===== src/hdl/drive_ctrl_pkg.sv =====
// Package: register map, field positions, reset values and types of the drive control-source block.
// Assumes a 32-bit classic Wishbone slave with word-aligned registers.
`default_nettype none
package drive_ctrl_pkg;
	// Register byte offsets
	localparam logic [7:0] CONTROL_WORD_OFS = 8'h00;
	localparam logic [7:0] STATUS_WORD_OFS = 8'h04;
	localparam logic [7:0] CTRL_SOURCE_OFS = 8'h08;
	localparam logic [7:0] DATASET_SEL_OFS = 8'h0c;
	localparam logic [7:0] ACTIVE_DATASET_OFS = 8'h10;
	localparam logic [7:0] CONFIG_OFS = 8'h14;
	localparam logic [7:0] MODE_REQ_OFS = 8'h18;
	localparam logic [7:0] DIGITAL_IN_OFS = 8'h1c;
	localparam logic [7:0] WARNINGS_OFS = 8'h20;
	localparam logic [7:0] MODE_ACT_OFS = 8'h24;
	localparam logic [7:0] FAULT_OFS = 8'h28;
	// Control-source selector values
	localparam logic [5:0] SRC_CONTACTS = 6'h00;
	localparam logic [5:0] SRC_STATE_MACHINE = 6'h01;
	localparam logic [5:0] SRC_VIRTUAL = 6'h02;
	localparam logic [5:0] SRC_MAX = 6'h2c;
	localparam logic [5:0] SRC_RESET = 6'h2c;
	// Data set selection
	localparam logic [2:0] DSSEL_CONTACTS = 3'h0;
	localparam logic [2:0] DSSEL_IDLE_ONLY = 3'h5;
	localparam logic [2:0] DSSEL_RESET = 3'h0;
	localparam logic [1:0] DSET_RESET = 2'h0;
	// Modes of operation (8-bit two's complement)
	localparam logic [7:0] MODE_VELOCITY = 8'h02;
	localparam logic [7:0] MODE_CLEAR_LIMIT = 8'hfe;
	localparam logic [7:0] MODE_RESET = 8'h02;
	// Control word bits and commands
	localparam int CW_SWITCH_ON = 0;
	localparam int CW_ENABLE_VOLT = 1;
	localparam int CW_QUICK_STOP_N = 2;
	localparam int CW_ENABLE_OP = 3;
	localparam int CW_FAULT_RESET = 7;
	localparam int CW_HALT = 8;
	localparam logic [3:0] CMD_SWITCH_ON = 4'h7;
	localparam logic [3:0] CMD_ENABLE_OP = 4'hf;
	localparam logic [15:0] CW_RESET = 16'h0000;
	// Status word bits
	localparam int SW_READY = 0;
	localparam int SW_SWITCHED_ON = 1;
	localparam int SW_OP_ENABLED = 2;
	localparam int SW_FAULT = 3;
	localparam int SW_VOLTAGE = 4;
	localparam int SW_QUICK_STOP_N = 5;
	localparam int SW_ON_DISABLED = 6;
	localparam int SW_WARNING = 7;
	localparam int SW_REMOTE = 9;
	localparam int SW_TARGET = 10;
	localparam int SW_LIMIT = 11;
	localparam int SW_MODE_LO = 12;
	localparam int SW_MODE_HI = 13;
	localparam int SW_WARNING2 = 15;
	// Warning readout bits
	localparam int WARN_LIMIT_CW = 0;
	localparam int WARN_LIMIT_CCW = 1;
	localparam int WARN_INTERNAL = 2;
	// Drive state machine
	typedef enum logic [2:0] {
		ST_ON_DISABLED, ST_READY, ST_SWITCHED_ON, ST_OP_ENABLED, ST_QUICK_STOP, ST_FAULT
	} drive_state_type;
	// Pins and drive-side flags that arrive together
	typedef struct packed {
		logic safe_release_a;
		logic safe_release_b;
		logic start_cw_input;
		logic start_ccw_input;
		logic [1:0] dataset_contacts;
		logic limit_cw;
		logic limit_ccw;
	} pins_type;
	typedef struct packed {
		logic mains_ok;
		logic ref_reached;
		logic pfail_zero_hz;
		logic current_limit;
		logic torque_limit;
		logic overvolt_ctrl;
		logic internal_warn;
		logic delayed_warn;
		logic mode_bit12;
		logic mode_bit13;
	} drive_flags_type;
endpackage : drive_ctrl_pkg
`default_nettype wire


===== src/hdl/pin_sync.sv =====
// Two-flop synchroniser for a group of asynchronous pin levels.
// Assumes inputs are slow levels; no bus coherency across bits is promised.
`default_nettype none
module pin_sync #(
	parameter int WIDTH = 8
) (
	// Clock and reset
	input wire logic clk,
	input wire logic rst_n,
	// Levels
	input wire logic [WIDTH-1:0] async_in,
	output logic [WIDTH-1:0] sync_out
);
	logic [WIDTH-1:0] meta_q;
	initial begin
		if (WIDTH < 1) $error("pin_sync: WIDTH must be at least 1");
	end
	always_ff @(posedge clk or negedge rst_n) begin
		if (!rst_n) begin
			meta_q <= '0;
			sync_out <= '0;
		end else begin
			meta_q <= async_in;
			sync_out <= meta_q;
		end
	end
endmodule : pin_sync
`default_nettype wire


===== src/hdl/drive_ctrl_source.sv =====
// Drive control-source selection, data set choice, release gating, limit lockout and status word.
// Assumes a classic Wishbone master on CLK; pins are asynchronous and synchronised here.
//
// Operation
// - Tripped limit blocks its direction, raises fault
// - After reset, travel allowed in free direction
// - Limit warning held while switch tripped
// - Mode minus two moves off limit
// - Selector: 0 contacts, 1 state machine, 2 virtual
// - Positioning modes only under state machine
// - Selector per data set, remote bit follows
// - Selection 0 uses contacts, 1-4 force set
// - Selection 5 switches only while not enabled
// - Active data set reported as 1 to 4
// - Virtual start needs both releases and bit0
// - Release input readback needs both plus bit0
// - Contact sources permit velocity mode only
// - Status bit4 mains present, else no start
// - Status bit7 flags internal warning
// - Bit10 on reference reached or zero Hz
// - Bit11 while any internal limit active
// - Bit15 on delayed pre-trip warning
// - Enable needs both releases, plus start without positioning
// - Control word acts only under state machine; bit0 still drives virtual start and readback
// - Bits 4-6 and halt only in motion control
// - Bit14 unused; bits 12-13 only positioning
// - Switch-on processed only with mains present
// - Enable waits in switched-on for release
//
// Added by the designer: the placing of the registers and register access over Wishbone.
`default_nettype none
module drive_ctrl_source #(
	parameter int DATASETS = 4
) (
	// Clock and reset
	input wire logic CLK,
	input wire logic RSTN,
	// Wishbone slave
	input wire logic CYC_I,
	input wire logic STB_I,
	input wire logic WE_I,
	input wire logic [7:0] ADR_I,
	input wire logic [3:0] SEL_I,
	input wire logic [31:0] DAT_I,
	output logic [31:0] DAT_O,
	output logic ACK_O,
	// Asynchronous pins
	input wire drive_ctrl_pkg::pins_type PINS,
	// Drive-side flags, same clock
	input wire drive_ctrl_pkg::drive_flags_type FLAGS,
	// Drive commands
	output logic RUN_ENABLE,
	output logic ALLOW_CW,
	output logic ALLOW_CCW,
	output logic [7:0] MODE_ACTIVE,
	output logic [15:0] STATUS_WORD,
	output logic [1:0] DATASET_ACTIVE
);
	initial begin
		if (DATASETS != 4) $error("drive_ctrl_source: DATASETS must be 4");
	end

	localparam int PW = $bits(drive_ctrl_pkg::pins_type);

	drive_ctrl_pkg::pins_type pins_s;
	logic [PW-1:0] pins_raw;
	assign pins_raw = PINS;

	pin_sync #(.WIDTH(PW)) u_sync (
		.clk(CLK),
		.rst_n(RSTN),
		.async_in(pins_raw),
		.sync_out(pins_s)
	);

	// Software-written and internal state
	logic [15:0] cw_q;
	logic [5:0] src_q [DATASETS];
	logic [2:0] dssel_q;
	logic motion_cfg_q;
	logic [7:0] mode_req_q;
	logic [1:0] dset_q;
	drive_ctrl_pkg::drive_state_type state_q;
	logic fault_q;
	logic fault_rst_prev_q;
	logic ack_q;
	logic [31:0] dat_q;

	function automatic logic [15:0] merge16(input logic [15:0] old, input logic [31:0] d, input logic [3:0] sel);
		merge16 = old;
		if (sel[0]) merge16[7:0] = d[7:0];
		if (sel[1]) merge16[15:8] = d[15:8];
	endfunction : merge16

	// Derived source and gates
	logic [5:0] src;
	logic by_sm, by_contacts, by_virtual, both_release, start_in, limit_any;
	logic [15:0] cw_eff;
	assign src = src_q[dset_q];
	assign by_sm = (src == drive_ctrl_pkg::SRC_STATE_MACHINE);
	assign by_contacts = (src == drive_ctrl_pkg::SRC_CONTACTS);
	assign by_virtual = (src == drive_ctrl_pkg::SRC_VIRTUAL);
	assign both_release = pins_s.safe_release_a & pins_s.safe_release_b;
	assign start_in = pins_s.start_cw_input | pins_s.start_ccw_input;
	assign limit_any = pins_s.limit_cw | pins_s.limit_ccw;
	// Ignored unless state machine holds control
	assign cw_eff = by_sm ? cw_q : drive_ctrl_pkg::CW_RESET;

	logic bus_req, bus_wr;
	assign bus_req = CYC_I & STB_I & ~ack_q;
	assign bus_wr = bus_req & WE_I;

	// Bus-written registers
	always_ff @(posedge CLK or negedge RSTN) begin
		if (!RSTN) begin
			cw_q <= drive_ctrl_pkg::CW_RESET;
			for (int i = 0; i < DATASETS; i++) begin
				src_q[i] <= drive_ctrl_pkg::SRC_RESET;
			end
			dssel_q <= drive_ctrl_pkg::DSSEL_RESET;
			motion_cfg_q <= 1'b0;
			mode_req_q <= drive_ctrl_pkg::MODE_RESET;
		end else if (bus_wr) begin
			case (ADR_I)
				drive_ctrl_pkg::CONTROL_WORD_OFS: cw_q <= merge16(cw_q, DAT_I, SEL_I);
				drive_ctrl_pkg::CTRL_SOURCE_OFS: begin
					// Writes the selector of the data set now active; out-of-range ignored
					if (SEL_I[0] && DAT_I[7:0] <= {2'b00, drive_ctrl_pkg::SRC_MAX}) begin
						src_q[dset_q] <= DAT_I[5:0];
					end
				end
				drive_ctrl_pkg::DATASET_SEL_OFS: begin
					if (SEL_I[0] && DAT_I[7:0] <= {5'b0, drive_ctrl_pkg::DSSEL_IDLE_ONLY}) begin
						dssel_q <= DAT_I[2:0];
					end
				end
				drive_ctrl_pkg::CONFIG_OFS: begin
					if (SEL_I[0]) motion_cfg_q <= DAT_I[0];
				end
				drive_ctrl_pkg::MODE_REQ_OFS: begin
					if (SEL_I[0]) mode_req_q <= DAT_I[7:0];
				end
				default: ;
			endcase
		end
	end

	// Data set choice
	logic drive_enabled;
	assign drive_enabled = (state_q == drive_ctrl_pkg::ST_OP_ENABLED);
	always_ff @(posedge CLK or negedge RSTN) begin
		if (!RSTN) begin
			dset_q <= drive_ctrl_pkg::DSET_RESET;
		end else if (dssel_q == drive_ctrl_pkg::DSSEL_CONTACTS) begin
			dset_q <= pins_s.dataset_contacts;
		end else if (dssel_q == drive_ctrl_pkg::DSSEL_IDLE_ONLY) begin
			// Frozen in operation enabled so a state-machine run cannot change source mid-motion
			if (!drive_enabled) dset_q <= pins_s.dataset_contacts;
		end else begin
			dset_q <= 2'(dssel_q - 3'h1);
		end
	end

	// Effective mode of operation
	logic [7:0] mode_d;
	always_comb begin
		mode_d = mode_req_q;
		if (!by_sm || !motion_cfg_q) begin
			mode_d = drive_ctrl_pkg::MODE_VELOCITY;
		end
	end

	// Device state machine, driven by the control word
	logic [3:0] cmd;
	logic fault_edge, limit_trip;
	assign cmd = cw_eff[3:0];
	assign fault_edge = cw_eff[drive_ctrl_pkg::CW_FAULT_RESET] & ~fault_rst_prev_q;
	logic lim_prev_q;
	assign limit_trip = limit_any & ~lim_prev_q;

	always_ff @(posedge CLK or negedge RSTN) begin
		if (!RSTN) begin
			fault_rst_prev_q <= 1'b0;
			lim_prev_q <= 1'b0;
		end else begin
			fault_rst_prev_q <= cw_eff[drive_ctrl_pkg::CW_FAULT_RESET];
			lim_prev_q <= limit_any;
		end
	end

	// Limit trip raises the fault; trip wins over a simultaneous reset
	always_ff @(posedge CLK or negedge RSTN) begin
		if (!RSTN) begin
			fault_q <= 1'b0;
		end else if (limit_trip) begin
			fault_q <= 1'b1;
		end else if (fault_edge || (!by_sm && !limit_any)) begin
			fault_q <= 1'b0;
		end
	end

	logic release_ok;
	assign release_ok = both_release & (motion_cfg_q | start_in);

	always_ff @(posedge CLK or negedge RSTN) begin
		if (!RSTN) begin
			state_q <= drive_ctrl_pkg::ST_ON_DISABLED;
		end else if (fault_q) begin
			state_q <= drive_ctrl_pkg::ST_FAULT;
		end else if (!by_sm) begin
			state_q <= drive_ctrl_pkg::ST_ON_DISABLED;
		end else begin
			case (state_q)
				drive_ctrl_pkg::ST_ON_DISABLED: begin
					if (cmd[2:0] == 3'h6) state_q <= drive_ctrl_pkg::ST_READY;
				end
				drive_ctrl_pkg::ST_READY: begin
					if (!cmd[1] || !cmd[2]) state_q <= drive_ctrl_pkg::ST_ON_DISABLED;
					else if (cmd == drive_ctrl_pkg::CMD_SWITCH_ON && FLAGS.mains_ok) begin
						state_q <= drive_ctrl_pkg::ST_SWITCHED_ON;
					end
				end
				drive_ctrl_pkg::ST_SWITCHED_ON: begin
					if (!cmd[1] || !cmd[2]) state_q <= drive_ctrl_pkg::ST_ON_DISABLED;
					else if (!cmd[0]) state_q <= drive_ctrl_pkg::ST_READY;
					else if (cmd == drive_ctrl_pkg::CMD_ENABLE_OP && release_ok && FLAGS.mains_ok) begin
						state_q <= drive_ctrl_pkg::ST_OP_ENABLED;
					end
				end
				drive_ctrl_pkg::ST_OP_ENABLED: begin
					if (!cmd[1]) state_q <= drive_ctrl_pkg::ST_ON_DISABLED;
					else if (!cmd[2]) state_q <= drive_ctrl_pkg::ST_QUICK_STOP;
					else if (!cmd[0]) state_q <= drive_ctrl_pkg::ST_READY;
					else if (!cmd[3] || !release_ok) state_q <= drive_ctrl_pkg::ST_SWITCHED_ON;
				end
				drive_ctrl_pkg::ST_QUICK_STOP: begin
					if (!cmd[1]) state_q <= drive_ctrl_pkg::ST_ON_DISABLED;
				end
				drive_ctrl_pkg::ST_FAULT: begin
					state_q <= drive_ctrl_pkg::ST_ON_DISABLED;
				end
				default: state_q <= drive_ctrl_pkg::ST_ON_DISABLED;
			endcase
		end
	end

	// Run permission for each source
	logic virt_start, contact_start, run_d;
	assign virt_start = both_release & cw_q[drive_ctrl_pkg::CW_SWITCH_ON];
	assign contact_start = both_release & start_in;
	always_comb begin
		run_d = 1'b0;
		if (!fault_q && FLAGS.mains_ok) begin
			// Release loss stops the run at the same edge as the state machine leaves operation enabled
			if (by_sm) run_d = drive_enabled & both_release;
			else if (by_virtual) run_d = virt_start;
			else if (by_contacts) run_d = contact_start;
		end
	end

	// Status word assembly
	logic [15:0] sw_d;
	always_comb begin
		sw_d = '0;
		case (state_q)
			drive_ctrl_pkg::ST_ON_DISABLED: sw_d[drive_ctrl_pkg::SW_ON_DISABLED] = 1'b1;
			drive_ctrl_pkg::ST_READY: sw_d[5:0] = 6'h21;
			drive_ctrl_pkg::ST_SWITCHED_ON: sw_d[5:0] = 6'h23;
			drive_ctrl_pkg::ST_OP_ENABLED: sw_d[5:0] = 6'h27;
			drive_ctrl_pkg::ST_QUICK_STOP: sw_d[5:0] = 6'h07;
			drive_ctrl_pkg::ST_FAULT: sw_d[drive_ctrl_pkg::SW_FAULT] = 1'b1;
			default: sw_d = '0;
		endcase
		sw_d[drive_ctrl_pkg::SW_VOLTAGE] = FLAGS.mains_ok;
		sw_d[drive_ctrl_pkg::SW_WARNING] = FLAGS.internal_warn | limit_any;
		sw_d[drive_ctrl_pkg::SW_REMOTE] = by_sm & both_release;
		sw_d[drive_ctrl_pkg::SW_TARGET] = FLAGS.ref_reached | FLAGS.pfail_zero_hz;
		sw_d[drive_ctrl_pkg::SW_LIMIT] = FLAGS.current_limit | FLAGS.torque_limit
			| FLAGS.overvolt_ctrl;
		// Bit 14 stays zero
		if (motion_cfg_q) begin
			sw_d[drive_ctrl_pkg::SW_MODE_LO] = FLAGS.mode_bit12;
			sw_d[drive_ctrl_pkg::SW_MODE_HI] = FLAGS.mode_bit13;
		end
		sw_d[drive_ctrl_pkg::SW_WARNING2] = FLAGS.delayed_warn;
	end

	// Digital input readback
	logic [7:0] din;
	always_comb begin
		din = '0;
		din[0] = both_release & cw_q[drive_ctrl_pkg::CW_SWITCH_ON];
		din[1] = pins_s.start_cw_input;
		din[2] = pins_s.start_ccw_input;
		din[5:4] = pins_s.dataset_contacts;
	end

	// Motion-control bits of the control word, used only in that configuration
	logic [3:0] mc_bits;
	assign mc_bits = motion_cfg_q ? {cw_eff[drive_ctrl_pkg::CW_HALT], cw_eff[6:4]} : 4'h0;

	// Registered outputs
	always_ff @(posedge CLK or negedge RSTN) begin
		if (!RSTN) begin
			RUN_ENABLE <= 1'b0;
			ALLOW_CW <= 1'b0;
			ALLOW_CCW <= 1'b0;
			MODE_ACTIVE <= drive_ctrl_pkg::MODE_RESET;
			STATUS_WORD <= '0;
			DATASET_ACTIVE <= drive_ctrl_pkg::DSET_RESET;
		end else begin
			// Halt stops motion only where motion control reads it
			RUN_ENABLE <= run_d & ~mc_bits[3];
			// Direction lockout; clear-limit mode uses the same free direction
			ALLOW_CW <= run_d & ~pins_s.limit_cw;
			ALLOW_CCW <= run_d & ~pins_s.limit_ccw;
			MODE_ACTIVE <= mode_d;
			STATUS_WORD <= sw_d;
			DATASET_ACTIVE <= dset_q;
		end
	end

	// Wishbone read and ack: one wait state, ack for one cycle
	always_ff @(posedge CLK or negedge RSTN) begin
		if (!RSTN) begin
			ack_q <= 1'b0;
			dat_q <= '0;
		end else begin
			ack_q <= bus_req;
			dat_q <= '0;
			if (bus_req && !WE_I) begin
				case (ADR_I)
					drive_ctrl_pkg::CONTROL_WORD_OFS: dat_q <= {16'h0000, cw_q};
					drive_ctrl_pkg::STATUS_WORD_OFS: dat_q <= {16'h0000, sw_d};
					drive_ctrl_pkg::CTRL_SOURCE_OFS: dat_q <= {26'h0, src};
					drive_ctrl_pkg::DATASET_SEL_OFS: dat_q <= {29'h0, dssel_q};
					drive_ctrl_pkg::ACTIVE_DATASET_OFS: dat_q <= {29'h0, 3'({1'b0, dset_q}) + 3'h1};
					drive_ctrl_pkg::CONFIG_OFS: dat_q <= {31'h0, motion_cfg_q};
					drive_ctrl_pkg::MODE_REQ_OFS: dat_q <= {24'h0, mode_req_q};
					drive_ctrl_pkg::DIGITAL_IN_OFS: dat_q <= {24'h0, din};
					drive_ctrl_pkg::WARNINGS_OFS: dat_q <= {29'h0, FLAGS.internal_warn,
						pins_s.limit_ccw, pins_s.limit_cw};
					drive_ctrl_pkg::MODE_ACT_OFS: dat_q <= {24'h0, mode_d};
					drive_ctrl_pkg::FAULT_OFS: dat_q <= {29'h0, state_q};
					default: dat_q <= '0;
				endcase
			end
		end
	end

	assign ACK_O = ack_q;
	assign DAT_O = dat_q;
endmodule : drive_ctrl_source
`default_nettype wire


===== config.mk =====
export PLATFORM = sky130hd
export DESIGN_NAME = drive_ctrl_source
export DESIGN_NICKNAME = d
export VERILOG_FILES = /design/src/hdl/drive_ctrl_pkg.sv /design/src/hdl/pin_sync.sv /design/src/hdl/drive_ctrl_source.sv
export SDC_FILE = /design/constraint.sdc
export NUM_CORES = 1
export LEC_CHECK = 0
export BUFFER_PORTS_ARGS = -buffer_cell sky130_fd_sc_hd__buf_2
export CELL_PAD_IN_SITES_DETAIL_PLACEMENT = 1
export CELL_PAD_IN_SITES_GLOBAL_PLACEMENT = 2
export CORE_ASPECT_RATIO = 0.7
export CORE_UTILIZATION = 32
export DETAILED_ROUTE_END_ITERATION = 7
export HOLD_SLACK_MARGIN = 0.15
export PLACE_DENSITY_LB_ADDON = 0.1
export SKIP_CTS_REPAIR_TIMING = 1
export SLEW_MARGIN = 5
export SYNTH_ARGS = -nofsm -noshare
export SYNTH_HDL_FRONTEND = slang
export SYNTH_SLANG_ARGS = --single-unit

===== constraint.sdc =====
create_clock -name CLK -period 2.1 [get_ports CLK]
set_clock_uncertainty 0.05 [all_clocks]
set_input_delay 0.105 -clock CLK [delete_from_list [all_inputs] [get_ports CLK]]
set_output_delay 0.105 -clock CLK [all_outputs]
set_load 0.03 [all_outputs]

* Yosys cells after proc, flatten, opt, wreduce, memory -nomap -nowiden *
Cells that the tools add are included.
Widths: inputs -> output; s select.

storage, ports and cells
  output and inout port bits = 62
  register bits = 136
  logic and storage cells = 160

operators by class
  eq/ne operators = 27
  bitwise gates (word level) = 28
  add/sub/neg operators = 2
  reductions and logical operators = 36
  mux-type cells = 39
  magnitude comparators = 4

operator list
  kind                number
  $pmux 16 s11        1
  $mux 3              13
  $eq 8x5->1 const B  4
  $bwmux 24           1
  $eq 8x6->1 const B  3
  $mux 6              3
  $reduce_and 3->1    6
  $eq 8x4->1 const B  2
  $mux 16             1
  $pmux 3 s5          1
  $and 1x1->1         14
  $bmux 6 s2          1
  $demux 6 s2         1
  $eq 3x3->1 const B  4
  $mux 2              5
  $logic_and 1x1->1   9
  $logic_not 1->1     9
  $mux 9              1
  $pmux 3 s3          1
  $eq 8x3->1 const B  1
  $le 8x3->1 const B  1
  $le 8x6->1 const B  1
  $logic_not 8->1     1
  $mux 1              8
  27 further kinds    44

* Logic depth before layout (Yosys ltp) *
  depth after elaboration = 15
  gate-level depth with buffers = 7

* Modules after synthesis *
A second synthesis with hierarchy kept.

second synthesis, totals
  cell total of the unflattened synthesis = 415
  area total of the unflattened synthesis = 5230.0 µm²

modules (own cells, without submodules)
  module             cells an instance  area an instance (µm²)  times used  sequential area each (µm²)
  drive_ctrl_source  399                4829.6                  1           2620.0
  pin_sync           16                 400.4                   1           400.4

* Worst setup path after synthesis *
No wires, ideal clock.

  kind = register to register
  start point = register dset_q[0]
  end point = register RUN_ENABLE
  path slack = -0.142 ns
  buffers on the path = 1
  library setup time = 0.107 ns
  period minus slack after synthesis = 2.242 ns
  cell stages (with the launch flop) = 7
  arrival time = 2.085 ns
  cell sequence = dfrtp_1 > buf_6 > mux4_2 > nor4_4 > and3_4 > a21oi_2 > a2111oi_4

on the way
  cells in the longest elaborated chain, start to end = 10
  elaborated cells on any way between the ends = 15
  those cells by class = eq/ne: 2; mux: 9; bitwise: 3; reduce/logical: 1

RTL lines
  item                                         line                      text
  start, declared                              drive_ctrl_source.sv:82   logic [1:0] dset_q;
  start signal, assigned                       drive_ctrl_source.sv:153  dset_q <= drive_ctrl_pkg::DSET_RESET;
  start signal, assigned                       drive_ctrl_source.sv:155  dset_q <= pins_s.dataset_contacts;
  start signal, assigned                       drive_ctrl_source.sv:158  if (!drive_enabled) dset_q <= pins_s.dataset_contacts;
  $not 2->3 (implied by the code) *            drive_ctrl_source.sv:99   assign src = src_q[dset_q];
  $bmux 6 s2 *                                 drive_ctrl_source.sv:99
  $mux 6 (implied by the code) * (2 in a row)  drive_ctrl_source.sv:99
  $logic_not 6->1                              drive_ctrl_source.sv:101  assign by_contacts = (src == drive_ctrl_pkg::SRC_CONTACTS);
  $mux 1                                       drive_ctrl_source.sv:257  else if (by_contacts) run_d = contact_start;
  $mux 1                                       drive_ctrl_source.sv:256  else if (by_virtual) run_d = virt_start;
  $mux 1                                       drive_ctrl_source.sv:255  if (by_sm) run_d = drive_enabled & both_release;
  $mux 1                                       drive_ctrl_source.sv:253  if (!fault_q && FLAGS.mains_ok) begin
  $and 1x1->1 *                                drive_ctrl_source.sv:313  RUN_ENABLE <= run_d & ~mc_bits[3];
  end signal, assigned                         drive_ctrl_source.sv:313
  end, declared                                drive_ctrl_source.sv:52   output logic RUN_ENABLE,

Every way passes the cells marked *; elsewhere a longest branch is shown, timed or not. The select of a mux whose other input is x is not followed.
A chain may end at the register's enable or synchronous reset.

* Worst setup path after layout *
Same ends and word-level chain as after synthesis.

==> flow_metrics.py <==
metrics = {
    "floorplan": {
        "die_area_um2": 17100,
        "core_area_um2": 16300,
        "placementRows": 39,
        "die_x_um": 156,
        "io_pins": 129,
        "start_util": 0.326,
        "die-height_um": 110,
    },
    "layout": {
        "final_area_um2": 7490,
        "antenna_cells": 0,
        "final_core_util": 0.460,
        "layout_common_cells": "dfrtp_1 (105), buf_2 (91), buf_4 (52)",
        "layout.cells.most_common": "dfrtp_1",
        "nNetsFinal": 685,
        "area_growth_pct": 41.0,
        "drive_above_1_share": 0.435,
    },
    "global_routing": {
        "antenna_found_initial": 0,
        "grt_pass1_wl_um": 24400,
        "track_usage": 0.198,
        "overflow": 0,
        "grt_max_degree": 40,
        "grt_pass1_vias": 4118,
    },
    "logic_synthesis": {
        "synthCells": 425,
        "async_flop_share": 1.00,
        "yosys_warnings": 0,
        "syn-cell-area_um2": 5310,
        "synth-main-ff-cell": "dfrtp_1",
        "synth_edf_count": 0,
        "synth_cell_types": 62,
        "ys_seq_elements": 120,
        "syn_area_per_cell_um2": 12.5,
        "ys_seq_area_frac": 0.568,
    },
    "clock_network": {
        "root_buffer": "clkbuf_16",
        "cts_made_buffers": 17,
        "cts_htree_levels": 4,
        "cts_tree": "done",
        "clkTransAtPathRegs_ns": 0.05,
        "clkSinkCount": 120,
        "cts_buffer_depth": 2,
        "clk_latency_ns": 0.42,
    },
    "worst_setup_path": {
        "cp-end-kind": "register",
        "worstSetupPathType": "register to register",
        "critPathArrivalTime_ns": 2.62,
        "cp_max_fo": 7,
        "required_ns": 2.35,
        "cp-start-kind": "register",
        "worst_r2r_path_depth": 9,
    },
    "run_status": {
        "violations": "setup timing",
        "status": "finished, violations left",
    },
    "drt": {
        "drc_errors": 0,
        "wl_per_cell_um": 19.1,
        "vias": 4059,
        "wl_um": 16200,
        "ant_nets": 0,
        "vias_per_cell": 4.78,
        "drt_iter0_markers": 195,
        "dr.pass1.iters": 5,
    },
    "run": {
        "cap_violations": 0,
    },
    "sta": {
        "finalMaxSlewViolations": 0,
        "maxSlewHeadroom": 0.637,
        "fin_ws_ns": -0.278,
        "period_share": 1.13,
        "setup_violations": 24,
        "hold_viol": 0,
        "tightest_slew_ns": 0.544,
        "max_freq_mhz": 420,
        "layout_min_cycle_time_ns": 2.38,
        "rsz0062_at_grt": "yes",
    },
    "worst_hold_path": {
        "holdCritPathClass": "input port to asynchronous set/reset pin",
    },
    "placement": {
        "place_congestion": 0.865,
        "pre_cts_slack_ns": -0.358,
        "dpl.hpwl_um": 11900,
        "post_dp_cell_area_um2": 6360,
        "portBuffers": 92,
    },
    "power": {
        "p_int_w": 0.00467,
        "p_leak_nw": 3.56,
        "p_clk_frac": 0.525,
        "p_sw_w": 0.00139,
        "total_power_w": 0.00606,
        "swShare": 0.230,
        "p_per_area_nw_per_um2": 809,
        "vdd_drop_max_v": 0.000439,
        "seqPwrFrac": 0.398,
        "combPwrFrac": 0.077,
    },
}
## layout make-up
class,instances,area [um2]
fillers,1782,8810
flip-flops and latches,120,3020
multi-input cells,278,2200
repair buffers,186,1310
clock buffers,19,443
well taps,225,282
clock inverters,13,201
inverters,9,33.8
## registers in the layout, summed over array words and instances (netlist names), 2 cells and up
register and flops:
STATUS_WORD 14, u_sync.sync_out 8, dset_q 2, src_q 24
DATASET_ACTIVE 2, state_q 3, cw_q 16, DAT_O 16
mode_req_q 8, dssel_q 3, MODE_ACTIVE 8, u_sync.meta_q 8
## through the flow
stage	instances	TNS, ns	hold slack [ns]
2_1_floorplan	442	-0.116	-0.241
3_3_place_gp	775	-4.52	0.0722
3_5_place_dp	775	-6.12	0.0756
4_1_cts	807	-6.93	-0.370
5_1_grt	850	-7.21	0.196
6_report	850	-4.12	0.166
## critical path, stage by stage, from the launching register on
cell,delay (ns)
dfrtp_2,0.45
buf_4,0.15
buf_4,0.10
buf_4,0.13
mux4_2,0.53
buf_4,0.16
mux2i_1,0.13
and4b_1,0.26
a21oi_4,0.06
a2111oi_4,0.24
## synthesized netlist by cell type, drive strengths merged (3+ instances only)
cell	count	area (um2)
nand2b	3	18.8
a222oi	3	30.0
a2111oi	3	45.1
and3b	3	26.3
or3	4	25.0
o21ai	11	55.1
nand4	6	37.5
nand2	27	101
nor4	6	52.6
mux4	6	135
a22oi	7	52.6
and3	10	67.6
nor2	21	78.8
mux2	51	574
o22ai	6	37.5
and2	16	100
a21oi	7	38.8
or2	3	18.8
nand3	6	30.0
clkbuf	14	52.6
mux2i	7	70.1
nor2b	4	25.0
dfrtp	106	2650
ha	6	75.1
dfstp	14	368
nor3	6	35.0
a31oi	6	37.5
buf	21	156
inv	9	33.8
## routing by layer
metal,global-route usage,up-vias,wire length [um]
li1,-,1892,-
met4,0.0637,0,110
met3,0.0473,10,874
met1,0.289,2063,7990
met2,0.288,94,7220
met5,0,-,0
## cell families (layout without fill, tap and decap cells)
| group | count (synthesis) | after routing | share of synthesized area |
|---|---|---|---|
| flops | 120 | 120 | 0.568 |
| fa+ha+maj | 6 | 6 | 0.0141 |
| other cells | 1 | 18 | 0.000706 |
| simple gates | 128 | 128 | 0.137 |
| compound gates | 62 | 62 | 0.0876 |
| mux | 64 | 64 | 0.147 |
| buf+inv | 44 | 227 | 0.0457 |
## path summary, 6_finish.rpt
check	startpoint	to	slack, ns
min reg2reg	u_sync.meta_q[7]$_DFF_PN0_	u_sync.sync_out[7]$_DFF_PN0_	0.30
min in group CLK	ADR_I[1]	motion_cfg_q$_DFFE_PN0P_	0.17
min	RSTN	src_q[22]$_DFFE_PN0P_	0.17
max reg2reg	dset_q[0]$_DFFE_PN0P_	RUN_ENABLE$_DFF_PN0_	-0.28
max in group asynchronous	RSTN	ALLOW_CCW$_DFF_PN0_	1.20
max	dset_q[0]$_DFFE_PN0P_	RUN_ENABLE$_DFF_PN0_	-0.28
## power groups by stage
stage / registers [W] / clock network (W) / logic (W)
3_5_place_dp: 0.00245 / 0 / 0.000412
5_1_grt: 0.00242 / 0.00335 / 0.000510
2_1_floorplan: 0.00247 / 0 / 0.000185
6_report: 0.00241 / 0.00318 / 0.000466
4_1_cts: 0.00241 / 0.00325 / 0.000414
3_3_place_gp: 0.00245 / 0 / 0.000410
Note: power is estimated with default switching activity, not from simulation.
